$ cat config.mk
export PLATFORM = sky130hd
export DESIGN_NAME = pmcr_regs
export DESIGN_NICKNAME = d
export VERILOG_FILES = /design/src/pmcr_pkg.sv /design/src/pmcr_key_seq.sv /design/src/pmcr_regs.sv
export SDC_FILE = /design/constraint.sdc
export NUM_CORES = 1
export LEC_CHECK = 0
export BUFFER_PORTS_ARGS = -buffer_cell sky130_fd_sc_hd__buf_2
export CORE_MARGIN = 10
export CORE_UTILIZATION = 51
export CTS_BUF_LIST = sky130_fd_sc_hd__clkbuf_8
export CTS_CLUSTER_DIAMETER = 200
export CTS_CLUSTER_SIZE = 28
export DETAILED_ROUTE_END_ITERATION = 6
export GPL_TIMING_DRIVEN = 0
export PLACE_DENSITY = 0.79
export SYNTH_ARGS = -nofsm -noshare
export SYNTH_HDL_FRONTEND = slang
export SYNTH_HIERARCHICAL = 1
export SYNTH_SLANG_ARGS = --single-unit
$ cat constraint.sdc
create_clock -name clk_sys_i -period 1.6 [get_ports clk_sys_i]
set_input_delay 0.32 -clock clk_sys_i [delete_from_list [all_inputs] [get_ports clk_sys_i]]
set_output_delay 0.32 -clock clk_sys_i [all_outputs]
set_load 0.05 [all_outputs]
$ cat src/pmcr_pkg.sv
// Package of offsets, fields, reset values and codes for the misc configuration register bank.
package pmcr_pkg;
    localparam logic [7:0] OFS_LOAD_PICK = 8'h2E;
    localparam logic [7:0] OFS_LOAD_HIGH = 8'h2F;
    localparam logic [7:0] OFS_LOAD_LOW = 8'h30;
    localparam logic [7:0] OFS_RATE_INFO = 8'h31;
    localparam logic [7:0] OFS_BOOST_LIMIT = 8'h32;
    localparam logic [7:0] OFS_OTP_STATUS = 8'h33;
    localparam logic [7:0] OFS_UNLOCK_KEY = 8'h34;
    localparam logic [7:0] OFS_PIN_DISABLE = 8'h35;
    localparam logic [7:0] KEY_FIRST = 8'h87;
    localparam logic [7:0] KEY_SECOND = 8'h65;
    localparam logic [7:0] KEY_THIRD = 8'h1B;
    localparam int BOOST_RATE_POS = 2;
    localparam int DOUBLE_ERR_POS = 1;
    localparam int SINGLE_ERR_POS = 0;
    localparam int LOCK_FLAG_POS = 1;
    localparam int PERMIT_POS = 0;
    localparam logic [1:0] PICK_RESET = 2'h0;
    localparam logic [8:0] RESULT_RESET = 9'h000;
    localparam logic LOCK_RESET = 1'b1;
    localparam logic PERMIT_RESET = 1'b0;
    localparam logic [7:0] READ_ZERO = 8'h00;
    typedef enum logic [2:0] {
        PMCR_KEY_WAIT1 = 3'b001,
        PMCR_KEY_WAIT2 = 3'b010,
        PMCR_KEY_WAIT3 = 3'b100
    } pmcr_key_e;
endpackage

$ cat src/pmcr_key_seq.sv
// Unlock key sequence tracker and disable-control lock flag.
`timescale 1ns/1ps
`default_nettype none
module pmcr_key_seq (
    input wire logic clk_sys_i,
    input wire logic sys_rst_i,
    input wire logic key_wr_i,
    input wire logic [7:0] key_byte_i,
    input wire logic watchdog_config_lock_i,
    input wire logic lock_set_i,
    output logic disable_control_lock_flag_o
);
    pmcr_pkg::pmcr_key_e state_reg;
    pmcr_pkg::pmcr_key_e state_next;
    logic lock_next;

    // Next key state: only a matching byte advances, any other byte restarts tracking.
    always_comb begin
        state_next = state_reg;
        lock_next = disable_control_lock_flag_o;
        if (key_wr_i) begin
            state_next = pmcr_pkg::PMCR_KEY_WAIT1;
            lock_next = 1'b1;
            unique case (state_reg)
                pmcr_pkg::PMCR_KEY_WAIT1: begin
                    if (key_byte_i == pmcr_pkg::KEY_FIRST) begin
                        state_next = pmcr_pkg::PMCR_KEY_WAIT2;
                    end
                end
                pmcr_pkg::PMCR_KEY_WAIT2: begin
                    if (key_byte_i == pmcr_pkg::KEY_SECOND) begin
                        state_next = pmcr_pkg::PMCR_KEY_WAIT3;
                    end
                end
                pmcr_pkg::PMCR_KEY_WAIT3: begin
                    // A completed key opens the lock only while the watchdog config is unlocked.
                    if (key_byte_i == pmcr_pkg::KEY_THIRD && !watchdog_config_lock_i) begin
                        lock_next = 1'b0;
                    end
                end
                default: begin
                    state_next = pmcr_pkg::PMCR_KEY_WAIT1;
                end
            endcase
        end
        // Locking the watchdog config always closes the lock, and wins over a key completion.
        if (lock_set_i) begin
            lock_next = 1'b1;
        end
    end

    // Key state register.
    always_ff @(posedge clk_sys_i or posedge sys_rst_i) begin
        if (sys_rst_i) begin
            state_reg <= pmcr_pkg::PMCR_KEY_WAIT1;
        end else begin
            state_reg <= state_next;
        end
    end

    // Lock flag register, locked out of reset.
    always_ff @(posedge clk_sys_i or posedge sys_rst_i) begin
        if (sys_rst_i) begin
            disable_control_lock_flag_o <= pmcr_pkg::LOCK_RESET;
        end else begin
            disable_control_lock_flag_o <= lock_next;
        end
    end
endmodule
`default_nettype wire

$ cat src/pmcr_regs.sv
// Misc configuration register bank: load measurement, rates, boost limit, OTP status, pin-disable key.
// Behaviour
// - Select codes 0 and 2 pick the first step-down converter, 1 and 3 the second.
// - Every write of the converter-pick register starts a new load measurement.
// - Bit 0 of the high result register shows result bit 8, at 20 mA per step and 10 A full scale.
// - The low result register shows result bits 7 to 0 at the same step.
// - A read-only boost rate bit from OTP selects 2 MHz at 0 and 4 MHz at 1.
// - A read-only two-bit step-down rate field from OTP means 2, 3, 4 and 4 MHz.
// - A writable two-bit boost limit field, defaulted from OTP, selects 1.0, 1.4, 1.9 or 2.8 A.
// - Status bit 1 shows an uncorrectable double error in OTP.
// - Status bit 0 shows a corrected single error in OTP.
// - Writing 0x87, 0x65, 0x1B as three consecutive writes to the key register clears the lock flag.
// - The key sequence is accepted only while the watchdog config lock is zero.
// - Any other key write, or writing the watchdog config lock to one, sets the lock flag again.
// - Reading the key register always returns zero.
// - The lock flag is read-only, resets to one and blocks any change to the pin-disable permit except an OTP load.
// - Apart from an OTP load, the permit may be set only while both the watchdog config lock and the lock flag are zero.
`timescale 1ns/1ps
`default_nettype none
module pmcr_regs (
    input wire logic clk_sys_i,
    input wire logic sys_rst_i,
    // Internal register port from the serial bus target, one access a cycle.
    input wire logic reg_wr_i,
    input wire logic reg_rd_i,
    input wire logic [7:0] reg_addr_i,
    input wire logic [7:0] reg_wdata_i,
    output logic [7:0] reg_rdata_o,
    // Load measurement engine.
    output logic meas_start_o,
    output logic meas_second_o,
    input wire logic meas_done_i,
    input wire logic [8:0] meas_result_i,
    // OTP-loaded defaults and ECC status.
    input wire logic otp_load_i,
    input wire logic otp_boost_rate_i,
    input wire logic [1:0] otp_stepdown_rate_i,
    input wire logic [1:0] otp_boost_limit_i,
    input wire logic otp_permit_i,
    input wire logic otp_double_err_i,
    input wire logic otp_single_err_i,
    // Watchdog link.
    input wire logic watchdog_config_lock_i,
    input wire logic watchdog_lock_wr_one_i,
    output logic boost_rate_bit_o,
    output logic [1:0] stepdown_rate_field_o,
    output logic [1:0] boost_limit_field_o,
    output logic pin_disable_permit_o,
    output logic disable_control_lock_flag_o
);
    logic [1:0] pick_reg;
    logic [8:0] result_reg;
    logic double_err_reg;
    logic single_err_reg;
    logic key_wr;
    logic lock_flag;

    // Returns true when a write hits the given offset.
    function automatic logic wr_hit(input logic wr, input logic [7:0] addr, input logic [7:0] ofs);
        wr_hit = wr && (addr == ofs);
    endfunction

    assign key_wr = wr_hit(reg_wr_i, reg_addr_i, pmcr_pkg::OFS_UNLOCK_KEY);
    assign disable_control_lock_flag_o = lock_flag;

    // Converter pick and measurement start; the start is a one-cycle pulse per write of any value.
    always_ff @(posedge clk_sys_i or posedge sys_rst_i) begin
        if (sys_rst_i) begin
            pick_reg <= pmcr_pkg::PICK_RESET;
            meas_start_o <= 1'b0;
            meas_second_o <= 1'b0;
        end else begin
            meas_start_o <= wr_hit(reg_wr_i, reg_addr_i, pmcr_pkg::OFS_LOAD_PICK);
            if (wr_hit(reg_wr_i, reg_addr_i, pmcr_pkg::OFS_LOAD_PICK)) begin
                pick_reg <= reg_wdata_i[1:0];
                meas_second_o <= reg_wdata_i[0];
            end
        end
    end

    // Result capture; the whole nine bits update together on each done pulse, so high and low tear only if a pulse falls between their reads.
    always_ff @(posedge clk_sys_i or posedge sys_rst_i) begin
        if (sys_rst_i) begin
            result_reg <= pmcr_pkg::RESULT_RESET;
        end else if (meas_done_i) begin
            result_reg <= meas_result_i;
        end
    end

    // OTP-loaded rates and limit; the limit is also host-writable, with host writes after the load.
    always_ff @(posedge clk_sys_i or posedge sys_rst_i) begin
        if (sys_rst_i) begin
            boost_rate_bit_o <= 1'b0;
            stepdown_rate_field_o <= 2'h0;
            boost_limit_field_o <= 2'h0;
        end else begin
            if (otp_load_i) begin
                boost_rate_bit_o <= otp_boost_rate_i;
                stepdown_rate_field_o <= otp_stepdown_rate_i;
                boost_limit_field_o <= otp_boost_limit_i;
            end
            if (wr_hit(reg_wr_i, reg_addr_i, pmcr_pkg::OFS_BOOST_LIMIT)) begin
                boost_limit_field_o <= reg_wdata_i[1:0];
            end
        end
    end

    // ECC status follows the OTP controller's report at each load.
    always_ff @(posedge clk_sys_i or posedge sys_rst_i) begin
        if (sys_rst_i) begin
            double_err_reg <= 1'b0;
            single_err_reg <= 1'b0;
        end else if (otp_load_i) begin
            double_err_reg <= otp_double_err_i;
            single_err_reg <= otp_single_err_i;
        end
    end

    // Pin-disable permit; clearing needs only the lock flag open, setting needs both locks open.
    always_ff @(posedge clk_sys_i or posedge sys_rst_i) begin
        if (sys_rst_i) begin
            pin_disable_permit_o <= pmcr_pkg::PERMIT_RESET;
        end else if (otp_load_i) begin
            pin_disable_permit_o <= otp_permit_i;
        end else if (wr_hit(reg_wr_i, reg_addr_i, pmcr_pkg::OFS_PIN_DISABLE) && !lock_flag) begin
            // A one under the watchdog config lock is refused outright, so it can never clear a set permit.
            if (!reg_wdata_i[pmcr_pkg::PERMIT_POS] || !watchdog_config_lock_i) begin
                pin_disable_permit_o <= reg_wdata_i[pmcr_pkg::PERMIT_POS];
            end
        end
    end

    // Key tracker owns the lock flag.
    pmcr_key_seq u_key (
        .clk_sys_i(clk_sys_i),
        .sys_rst_i(sys_rst_i),
        .key_wr_i(key_wr),
        .key_byte_i(reg_wdata_i),
        .watchdog_config_lock_i(watchdog_config_lock_i),
        .lock_set_i(watchdog_lock_wr_one_i),
        .disable_control_lock_flag_o(lock_flag)
    );

    // Registered read data, one cycle after the read strobe; unmapped offsets read zero.
    always_ff @(posedge clk_sys_i or posedge sys_rst_i) begin
        if (sys_rst_i) begin
            reg_rdata_o <= pmcr_pkg::READ_ZERO;
        end else if (reg_rd_i) begin
            reg_rdata_o <= pmcr_pkg::READ_ZERO;
            unique case (reg_addr_i)
                pmcr_pkg::OFS_LOAD_PICK: reg_rdata_o[1:0] <= pick_reg;
                pmcr_pkg::OFS_LOAD_HIGH: reg_rdata_o[0] <= result_reg[8];
                pmcr_pkg::OFS_LOAD_LOW: reg_rdata_o <= result_reg[7:0];
                pmcr_pkg::OFS_RATE_INFO: begin
                    reg_rdata_o[pmcr_pkg::BOOST_RATE_POS] <= boost_rate_bit_o;
                    reg_rdata_o[1:0] <= stepdown_rate_field_o;
                end
                pmcr_pkg::OFS_BOOST_LIMIT: reg_rdata_o[1:0] <= boost_limit_field_o;
                pmcr_pkg::OFS_OTP_STATUS: begin
                    reg_rdata_o[pmcr_pkg::DOUBLE_ERR_POS] <= double_err_reg;
                    reg_rdata_o[pmcr_pkg::SINGLE_ERR_POS] <= single_err_reg;
                end
                pmcr_pkg::OFS_UNLOCK_KEY: reg_rdata_o <= pmcr_pkg::READ_ZERO;
                pmcr_pkg::OFS_PIN_DISABLE: begin
                    reg_rdata_o[pmcr_pkg::LOCK_FLAG_POS] <= lock_flag;
                    reg_rdata_o[pmcr_pkg::PERMIT_POS] <= pin_disable_permit_o;
                end
                default: reg_rdata_o <= pmcr_pkg::READ_ZERO;
            endcase
        end
    end
endmodule
`default_nettype wire

Yosys cells after proc, flatten, opt, wreduce, memory -nomap -nowiden
Index checks and enable logic that the tools add are counted.
W data, S select, Z words.
{ "word_totals": {"reg_bits": 33, "input_bits": 41, "out_inout_bits": 17, "wordCells": 58} }
{ "op_classes": {"eq_ne": 14, "mux": 16, "reduce_logical": 15} }
{ "op_table": {"columns": ["operator", "n"], "rows": [
  ["$eq A8 B6 Y1 const B", 8],
  ["$eq A8 B5 Y1 const B", 1],
  ["$eq A8 B7 Y1 const B", 1],
  ["$eq A8 B8 Y1 const B", 1],
  ["$reduce_bool A2 Y1", 4],
  ["$mux W1", 7],
  ["$pmux W1 S7", 1],
  ["$logic_and A1 B1 Y1", 6],
  ["$mux W2", 3],
  ["$pmux W1 S6", 1],
  ["$pmux W3 S2", 1],
  ["$mux W5", 1],
  ["$eq A3 B1 Y1 const B", 1],
  ["$eq A3 B2 Y1 const B", 1],
  ["$eq A3 B3 Y1 const B", 1],
  ["$logic_not A1 Y1", 3],
  ["$mux W3", 1],
  ["$pmux W1 S2", 1],
  ["$reduce_and A2 Y1", 1],
  ["$logic_or A1 B1 Y1", 1]
]} }

Logic depth before layout (Yosys ltp)
Gate-level depths: netlist (run 1).
{ "logic_depth": {"word_depth": 6, "mapped_depth": 8, "depth_no_buf": 7} }

Hierarchy
Netlist (run 1), hierarchy kept.
{ "modules_own_cells": {"columns": ["module", "n_inst", "cells_per_inst", "area_each_um2", "seq_area_each_um2"], "rows": [
  ["pmcr_regs", 1, 106, 1401.3, 700.7],
  ["pmcr_key_seq", 1, 26, 242.7, 102.6]
]} }

Least setup slack after synthesis (run 1)
No wires, ideal clock.
{ "synth_timing": {"path_type": "input -> register", "from": "input reg_addr_i[1]", "to": "register u_key.disable_control_lock_flag_o", "setup_ns": 0.077, "arrival_time_ns": 1.614, "required_ns": 1.523, "setup_slack_ns": -0.090, "stages": 7, "n_path_buf": 1, "cell_sequence": "buf_4 nor3b_1 nand2_1 nor3_1 and4b_1 nand4_1 a21o_1"} }
{ "synth_via": {"elab_chain_cells": 3} }
{ "synth_rtl": {"columns": ["element", "line_no", "rtl"], "rows": [
  ["from (decl)", "pmcr_regs.sv:26", "input wire logic [7:0] reg_addr_i,"],
  ["$eq A8 B6 Y1", "pmcr_regs.sv:60", "wr_hit = wr && (addr == ofs);"],
  ["$logic_and A1 B1 Y1", "pmcr_regs.sv:60", null],
  ["via key_wr", "pmcr_regs.sv:55", "logic key_wr;"],
  ["$reduce_bool A2 Y1 (no source line)", null, null],
  ["to (signal assigned)", "pmcr_key_seq.sv:64", "disable_control_lock_flag_o <= pmcr_pkg::LOCK_RESET;"],
  ["to (signal assigned)", "pmcr_key_seq.sv:66", "disable_control_lock_flag_o <= lock_next;"],
  ["to (decl)", "pmcr_key_seq.sv:11", "output logic disable_control_lock_flag_o"]
]} }
The timed path passes the listed nets, and every way through them passes these cells.
A chain may end at the register's enable or synchronous reset.

Worst setup path in the final report (run 1)
{ "layout_timing": {"from": "input reg_addr_i[1]", "to": "register u_key.state_reg[0]"} }
{ "layout_via": {"elab_chain_cells": 2} }
{ "layout_rtl": {"columns": ["element", "line_no", "rtl"], "rows": [
  ["$eq A8 B6 Y1", "pmcr_regs.sv:60", null],
  ["$logic_and A1 B1 Y1", "pmcr_regs.sv:60", null],
  ["via key_wr", "pmcr_regs.sv:55", null],
  ["to (signal assigned)", "pmcr_key_seq.sv:55", "state_reg <= pmcr_pkg::PMCR_KEY_WAIT1;"],
  ["to (signal assigned)", "pmcr_key_seq.sv:57", "state_reg <= state_next;"],
  ["to (decl)", "pmcr_key_seq.sv:13", "pmcr_pkg::pmcr_key_e state_reg;"]
]} }
The timed path passes the listed nets, and every way through them passes these cells.

==> results.toml, run 1 <==
[outcome]
status = "finished, final reports clean"

[die]
start_util_pct = 53.41
die_w_um = 76.78
io_pins = 58
die_area_um2 = 5894
core-area_um2 = 3078
fp.dieH_um = 76.78
rows = 20

[clock_network]
cts_sinks = 32
cts_buffer_depth = 2
clk_pin_slew_worst_paths_ns = 0.06
cts_tree = "built"
clk-insertion-delay-late_ns = 0.28
cts_root_buf = "clkbuf_8"
cts_buffers = 5
htree_levels = 2

[grt]
grt_pass1_vias = 1445
grt.total_usage_pct = 13.90
grt_pass1_wl_um = 6755
antenna_found_initial = 0
grt_max_degree = 29
overflow = 0

[pwr]
p_leak_nw = 1.008
peakVddDrop_v = 0.0006872
p_per_area_nw_per_um2 = 880.3

[finish]
diodes = 0
fin_util_pct = 68.54
final_cells = 242
largest_register_ffs = 9
syn_to_final_growth_pct = 28.31
layout.nets = 238
layout-drive-gt1-share_pct = 52.53

[placed_design]
portBuffers = 53
hpwl_um = 3259
placed_cells = 229
place_congestion = 0.8354

[timing]
period_minus_slack_ns = 1.471
finalCritPeriodShare_pct = 91.92
slew-limit-headroom_pct = 60.17
hold_viol = 0
slew_viol_final = 0
fin_skew_ns = 0.002775
setup_viol = 0
fmax_mhz = 679.9
max_slew.worst_pin.slew_ns = 0.5962

[setup_path]
start_kind = "input pin"
crit_path_top_delay_cell = "nor3b_1"
slowest_delay_ns = 0.28
worstPathArrival_ns = 1.67
crit_top_cell = "nand2_1"
crit_path_end_kind = "register"
crit_path_cell_trace = "buf_4, nor3b_1, nand2_1, nor3_4, and4b_1, nand4_1, nand2_1, a21oi_1"
cp_max_fo = 9
required_ns = 1.80
critPathKind = "in -> reg"

[synth]
synth_warnings = 6
syn_nets = 173
synthFlopType = "dfrtp_1"
async_reset_ff_share_pct = 100.0
synth_area_leaders = "dfrtp_1 46%, mux2_2 14%, dfstp_2 3.2%"
synth_seq_area_share_pct = 48.86
synth_edf_count = 0
synth_top_area_cell = "dfrtp_1"
syn_avg_cell_area_um2 = 12.46
syn_inst = 132
syn_area_um2 = 1644
synthTopCellsByCount = "30 x dfrtp_1, 21 x mux2_2, 8 x inv_1, 8 x nor2_1, 7 x nand3_1"
synthDistinctLibCells = 44
synth_top_area_share_pct = 45.66
ys_ff_latch = 32
synth.most_common_cell = "dfrtp_1"

[route]
wl_um = 4093
detail-route-antenna-nets = 0
via_per_inst = 5.463
drcViolationCount = 0
num_vias = 1322
wl_per_cell_um = 16.91
drt_iter0_markers = 70
dr.pass1.iters = 4

[min_path]
hp-class = "in -> reg"

[flow_run]
maxCapViolations = 0
## area by class of cell
cell class / count / area [um2]
clock inverters: 2 / 7.507
multi-input cells: 86 / 770.7
well taps: 44 / 55.05
clock buffers: 6 / 82.58
fillers: 243 / 968.4
plain buffers: 6 / 51.30
repair buffers: 58 / 305.3
inverters: 8 / 33.78
flip-flops and latches: 32 / 803.3
## cell families after synthesis
family | after synthesis | synth area share (%)
multiplexers | 25 | 17.58
XOR/XNOR | 1 | 0.5328
AO/OA/AOI/OAI | 18 | 9.057
flip-flops | 32 | 48.86
AND/OR/NAND/NOR | 42 | 19.03
buffers and inverters | 14 | 4.947
## worst paths after layout
path	from	end	slack [ns]	depth (start not counted)
min in group asynchronous	sys_rst_i	u_key/state_reg[1]$_DFFE_PP0P_	0.52	3
max in group asynchronous	sys_rst_i	reg_rdata_o[7]$_DFFE_PP0P_	0.57	3
worst min-delay path	watchdog_lock_wr_one_i	u_key/disable_control_lock_flag_o$_DFFE_PP1P_	0.22	2
worst max register to register	boost_limit_field_o[0]$_DFFE_PP0P_	reg_rdata_o[0]$_DFFE_PP0P_	0.41	3
worst min register to register	reg_rdata_o[2]$_DFFE_PP0P_	reg_rdata_o[2]$_DFFE_PP0P_	0.48	2
worst max-delay path	reg_addr_i[1]	u_key/state_reg[0]$_DFFE_PP1P_	0.13	8
## routing by layer
metal | GRT usage (%) | share of wire, %
met2 | 23.19 | 50
met5 | 0 | 0
met3 | 5.828 | 7.5
met1 | 15.51 | 41
met4 | 4.833 | 1.7
## report_power, final
| part | total (mW) | switching (mW) | internal [mW] |
|---|---|---|---|
| combinational | 0.335 | 0.192 | 0.143 |
| sequential | 0.903 | 0.0363 | 0.867 |
| clock | 0.619 | 0.282 | 0.337 |
## per-stage QoR
step	TNS, ns	setup slack, ns	power, mW	instance area [um2]	hold slack, ns
final	0	0.1293	1.857	2110	0.2167
after global routing	-0.005421	-0.005421	1.947	2110	0.2113
after CTS	0	0.03960	1.861	2069	0.2114
after detailed placement	-0.8251	-0.2358	1.246	1969	0.2265
after global placement	-0.6156	-0.1768	1.230	1969	0.2125
after floorplan	0	0.02852	1.129	1649	0.08463
## critical path: cells and delay by family
| family | cells | cell delay [ns] |
|---|---|---|
| compound gates | 1 | 0.06 |
| simple gates | 6 | 1.13 |
| buf+inv | 1 | 0.16 |
## layout by cell type (no fill, tap or decap), types with 2 or more instances in the layout
| cell type | n |
|---|---|
| nor3b_1 | 2 |
| and4b_1 | 2 |
| a22o_1 | 5 |
| dfrtp_1 | 30 |
| nand4_1 | 3 |
| dfstp_2 | 2 |
| clkbuf_8 | 7 |
| nor3b_4 | 2 |
| clkbuf_1 | 2 |
| mux2i_1 | 3 |
| nand3_1 | 7 |
| o22ai_1 | 2 |
| nand2_1 | 4 |
| inv_1 | 9 |
| nor2_1 | 8 |
| buf_2 | 53 |
| buf_4 | 5 |
| mux2_2 | 21 |
| buf_6 | 2 |
| nand2b_1 | 2 |
## what timing repair did
action                                 in CTS  in global routing
endpoints found under the hold margin       2                  0
setup endpoints to repair                   0                 31
hold buffers                                1                  0
setup buffers                               0                  4
resized for setup                           0                  2
(Power assumes the default switching activity.)
==> inputs of run 2 (changes only) <==
Settings changed: CELL_PAD_IN_SITES_DETAIL_PLACEMENT set to 1, CELL_PAD_IN_SITES_GLOBAL_PLACEMENT set to 1, CORE_UTILIZATION 51 to 40, PLACE_DENSITY 0.79 to 0.8.
==> run 2 against run 1 <==
  * Non-clock buffer count up 2
  * Power grew 7.6%
  * Sequential share of layout area shrank 0.73 points
  * Die area increased by 20%
  * Largest cell class unchanged
==> results.toml, run 2 (synthesized netlist as in run 1, its figures left out) <==
[finish]
diodes = 0
layout-drive-gt1-share_pct = 53.50
layout_common_cells = "53 x buf_2, 30 x dfrtp_1, 21 x mux2_2"
syn_to_final_growth_pct = 30.82
layout_commonest_cell = "buf_2"
final_cells = 250
largest_register_ffs = 9
layout.nets = 240

[grt]
grt.total_usage_pct = 13.79
grtUsageMet1_pct = 15.77
grt_pass1_vias = 1589
grt_pass1_wl_um = 8135
use_met2_pct = 24.41
grt_max_degree = 29
top_usage_layer = "met2"
overflow = 0
antenna_found_initial = 0
grt_use_met3_pct = 4.590

[route]
via_per_inst = 5.256
wl_um = 5015
drcViolationCount = 0
dr.pass1.iters = 4
drt_iter0_markers = 58
detail-route-antenna-nets = 0
num_vias = 1314
wl_per_cell_um = 20.06

[die]
core-area_um2 = 4000
die_w_um = 84.11
fp.dieH_um = 84.11
io_pins = 58
die_area_um2 = 7074
start_util_pct = 41.10
rows = 23

[timing]
slew_viol_final = 0
slew-limit-headroom_pct = 26.52
hold-worst-slack_ns = 0.2378
setup_viol = 0
fin_skew_ns = 0.006912
tns_ns = 0
period_minus_slack_ns = 1.532
fin_ws_ns = 0.06795
max_slew.worst_pin.slew_ns = 1.101
fmax_mhz = 652.7
hold_viol = 0
finalCritPeriodShare_pct = 95.75

[setup_path]
worstPathArrival_ns = 1.72
rrSetupSlack_ns = 0.37
r2r_cells = 4
path_delay_family = "simple AND/OR/NAND/NOR gates"
crit_top_cell = "nand2_1"
worst-path-buf-inv = 2
critPathKind = "in -> reg"
start_kind = "input pin"
r2r-end = "pin_disable_permit_o$_DFFE_PP0P_"
r2r-start = "u_key/disable_control_lock_flag_o$_DFFE_PP1P_"
cp_max_fo = 6
slowest_delay_ns = 0.27
crit_path_end_kind = "register"
required_ns = 1.79
crit_path_cell_trace = "buf_2, nor3b_4, buf_6, nand2_1, nor3_4, and4b_1, nand4_1, nand2_1, a21oi_1"
crit_path_top_delay_cell = "and4b_1"

[clock_network]
clk_pin_slew_worst_paths_ns = 0.07
cts_buffers = 5
cts_tree = "built"
clk-insertion-delay-late_ns = 0.28
cts_sinks = 32
cts_root_buf = "clkbuf_8"
cts_buffer_depth = 2
htree_levels = 2

[flow_run]
maxCapViolations = 0

[pwr]
p_per_area_nw_per_um2 = 928.8
power_mw = 1.998
p_leak_nw = 1.032
peakVddDrop_v = 0.0007425

[placed_design]
preCtsSetupSlack_ns = -0.3141
place_congestion = 0.7866
hpwl_um = 3899
portBuffers = 53
placed_cells = 235

[min_path]
hold_start = "watchdog_lock_wr_one_i"
hp-class = "in -> reg"
holdPathStages = 2
hold_end = "u_key/disable_control_lock_flag_o$_DFFE_PP1P_"

[outcome]
status = "finished, final reports clean"
[run 2: cell count changes in the layout (fill, tap and decap cells not counted)]
| cell | before | now |
|---|---|---|
| buf_4 | 5 | 7 |
| bufinv_16 | 0 | 1 |
| clkbuf_8 | 7 | 6 |
| clkinv_2 | 0 | 1 |
| clkinvlp_4 | 1 | 0 |
| nor3b_1 | 2 | 1 |
| nor3b_2 | 0 | 1 |
[run 2: per-layer routing]
layer	share of wire (%)	wire length, um
met5	0	0
met4	0	0
met3	4.8	241
met2	54	2696
met1	41	2078
[run 2: stage by stage]
stage                     instance area [um2]  utilization [%]
final                                    2151            53.77
after global routing                     2151            53.77
after CTS                                2101            52.52
after detailed placement                 1977            49.42
after global placement                   1977            49.42
after floorplan                          1649                -
[run 2: worst max-delay path by stage]
stage / depth (start not counted) / startpoint / end / slack [ns]
2_1_floorplan: 7 / reg_addr_i[1] / u_key/disable_control_lock_flag_o$_DFFE_PP1P_ / 0.03
3_3_place_gp: 9 / reg_addr_i[7] / u_key/state_reg[0]$_DFFE_PP1P_ / -0.22
3_5_place_dp: 9 / reg_addr_i[7] / u_key/state_reg[0]$_DFFE_PP1P_ / -0.31
4_1_cts: 9 / reg_addr_i[7] / u_key/state_reg[0]$_DFFE_PP1P_ / 0.04
5_1_grt: 9 / reg_addr_i[6] / u_key/state_reg[0]$_DFFE_PP1P_ / -0.004
6_report: 9 / reg_addr_i[6] / u_key/state_reg[0]$_DFFE_PP1P_ / 0.07
[run 2: power breakdown]
part	leakage, nW	switching, mW	total (mW)	internal, mW
sequential	0.389	0.0404	0.907	0.866
clock	0.0593	0.294	0.749	0.455
combinational	0.583	0.199	0.342	0.143
total	1.03	0.533	2.00	1.46
[run 2: area by class of cell]
type,instances,area [um2]
fill,441,1849
sequential,32,803.3
multi-input combinational,86,775.7
timing repair buffer,60,320.3
clock buffer,5,68.82
tap,50,62.56
buffer,6,51.30
clock inverter,3,38.79
inverter,8,30.03
[run 2: worst register-to-register path, delay by kind of cell, from the launching register on]
| kind | cells | cell delay (ns) |
|---|---|---|
| compound gates | 2 | 0.23 |
| flops | 1 | 0.56 |
| simple gates | 2 | 0.32 |
[run 2: repair_timing]
action / 4_1_cts / 5_1_grt
setup endpoints to repair: 1 / 3
hold buffers: 1 / 0
setup buffers: 0 / 6
hold endpoints to repair: 2 / 0
gates resized for setup: 1 / 1
pin swaps: 0 / 3
==> inputs of run 3 (changes only) <==
Settings changed: CTS_CLUSTER_SIZE 28 to unset, MAX_ROUTING_LAYER set to met4, SLEW_MARGIN set to 20.
==> run 3 against run 2 <==
  * Power up 0.20%
  * Setup slack got worse by 0.0042 ns
  * Count of clock-buffer cells in the layout did not move
  * Highest routed layer is now met4
  * Flip-flop and latch count stayed put
  * Non-clock buffer count is the same
  * Clock power is 0.5% higher
  * Utilization stayed put
  * First-iteration DRC count shrank 10%
  * Hold slack worse by 0.12 ns
==> results.toml, run 3 (synthesized netlist as in run 1, its figures left out) <==
[outcome]
status = "finished, final reports clean"

[flow_run]
maxCapViolations = 0

[pwr]
p_leak_nw = 1.030
peakVddDrop_v = 0.0007479
p_per_area_nw_per_um2 = 930.6

[route]
detail-route-antenna-nets = 0
drcViolationCount = 0
via_per_inst = 5.312
num_vias = 1328
dr.pass1.iters = 5
wl_per_cell_um = 20.06
wl_um = 5014
drt_iter0_markers = 52

[setup_path]
r2r_cells = 4
rrSetupSlack_ns = 0.38
start_kind = "input pin"
r2r-start = "u_key/disable_control_lock_flag_o$_DFFE_PP1P_"
cp_max_fo = 6
crit_path_end_kind = "register"
worstPathArrival_ns = 1.73
required_ns = 1.79
r2r-end = "pin_disable_permit_o$_DFFE_PP0P_"
critPathKind = "in -> reg"

[die]
start_util_pct = 41.10
io_pins = 58
die_area_um2 = 7074
fp.dieH_um = 84.11
rows = 23
core-area_um2 = 4000
die_w_um = 84.11

[timing]
slew_viol_final = 0
hold_viol = 0
setup_viol = 0
slew-limit-headroom_pct = 59.32
tns_ns = 0
max_slew.worst_pin.slew_ns = 0.6093
fin_ws_ns = 0.06375
finalCritPeriodShare_pct = 96.02
fin_skew_ns = 0.007725
fmax_mhz = 650.9
period_minus_slack_ns = 1.536

[finish]
fillers = 441
diodes = 0
layout_commonest_cell = "buf_2"
syn_to_final_growth_pct = 30.82
layout-drive-gt1-share_pct = 54.00
multi_input_area_um2 = 775.7
layout.nets = 240
seq_area_um2 = 803.3
layout_common_cells = "53 x buf_2, 30 x dfrtp_1, 21 x mux2_2"
largest_register_ffs = 9

[grt]
overflow = 0
grt_pass1_vias = 1589
grt.total_usage_pct = 14.13
grt_pass1_wl_um = 8107
grt_max_degree = 29
antenna_found_initial = 0

[clock_network]
cts_tree = "built"
cts_buffer_depth = 2
cts_root_buf = "clkbuf_8"
htree_levels = 2
clk_pin_slew_worst_paths_ns = 0.07
clk-insertion-delay-late_ns = 0.28
cts_sinks = 32
cts_buffers = 5

[placed_design]
preCtsSetupSlack_ns = -0.3141
hpwl_um = 3899
place_congestion = 0.7976
portBuffers = 53

[min_path]
hp-class = "in -> async"
==> run 3: cell counts in the layout (fill, tap and decap cells not counted) <==
No cell type changed its count.
==> run 3: how the worst max path moves through the flow <==
| stage | start | to | slack, ns | cells after the start |
|---|---|---|---|---|
| 2_1_floorplan | reg_addr_i[1] | u_key/disable_control_lock_flag_o$_DFFE_PP1P_ | 0.03 | 7 |
| 3_3_place_gp | reg_addr_i[7] | u_key/state_reg[0]$_DFFE_PP1P_ | -0.22 | 9 |
| 5_1_grt | reg_addr_i[6] | u_key/state_reg[0]$_DFFE_PP1P_ | -0.008 | 9 |
| 6_report | reg_addr_i[6] | u_key/state_reg[0]$_DFFE_PP1P_ | 0.06 | 9 |
| 4_1_cts | reg_addr_i[7] | u_key/state_reg[0]$_DFFE_PP1P_ | 0.04 | 9 |
| 3_5_place_dp | reg_addr_i[7] | u_key/state_reg[0]$_DFFE_PP1P_ | -0.31 | 9 |
==> run 3: power by group <==
group,total [mW],internal (mW),switching [mW]
combinational,0.342,0.143,0.199
clock,0.753,0.455,0.297
sequential,0.907,0.866,0.0406
total,2.00,1.46,0.537
==> run 3: per-stage QoR <==
stage | instances | hold slack, ns | util (%) | instance area, um2 | power (mW)
finish | 250 | 0.1225 | 53.77 | 2151 | 2.002
detailed placement | 235 | 0.2220 | 49.42 | 1977 | 1.255
CTS | 244 | 0.2306 | 52.52 | 2101 | 2.010
global route | 250 | 0.1560 | 53.77 | 2151 | 2.092
global placement | 235 | 0.2189 | 49.42 | 1977 | 1.234
floorplan | 132 | 0.08463 | - | 1649 | 1.129
==> run 3: metal layers <==
metal | vias up | GRT usage [%] | wire length (um)
met2 | 37 | 24.34 | 2666
met5 | - | - | 0
li1 | 615 | - | -
met4 | 0 | 3.349 | 25
met1 | 674 | 16.22 | 2140
met3 | 2 | 3.027 | 181
==> run 3: repair_timing <==
action,4_1_cts,5_1_grt
hold endpoints to repair,2,0
hold buffers,1,0
resized for setup,1,1
setup buffers,0,6
pin swaps,0,3
endpoints found under the setup margin,1,3
gates cloned,0,0
==> run 3: area by class of cell <==
class / count / share of cell area [%]
Buffer: 6 / 2.385
Multi-Input combinational cell: 86 / 36.07
Clock inverter: 3 / 1.803
Tap cell: 50 / 2.909
Inverter: 8 / 1.396
Timing Repair Buffer: 60 / 14.89
Sequential cell: 32 / 37.35
Clock buffer: 5 / 3.200
==> run 3: critical path, stage by stage <==
cell and delay [ns]:
buf_2 0.11, nor3b_4 0.22, buf_6 0.14, nand2_1 0.09, nor3_4 0.26, and4b_1 0.27
nand4_1 0.15, nand2_1 0.09, a21oi_1 0.07
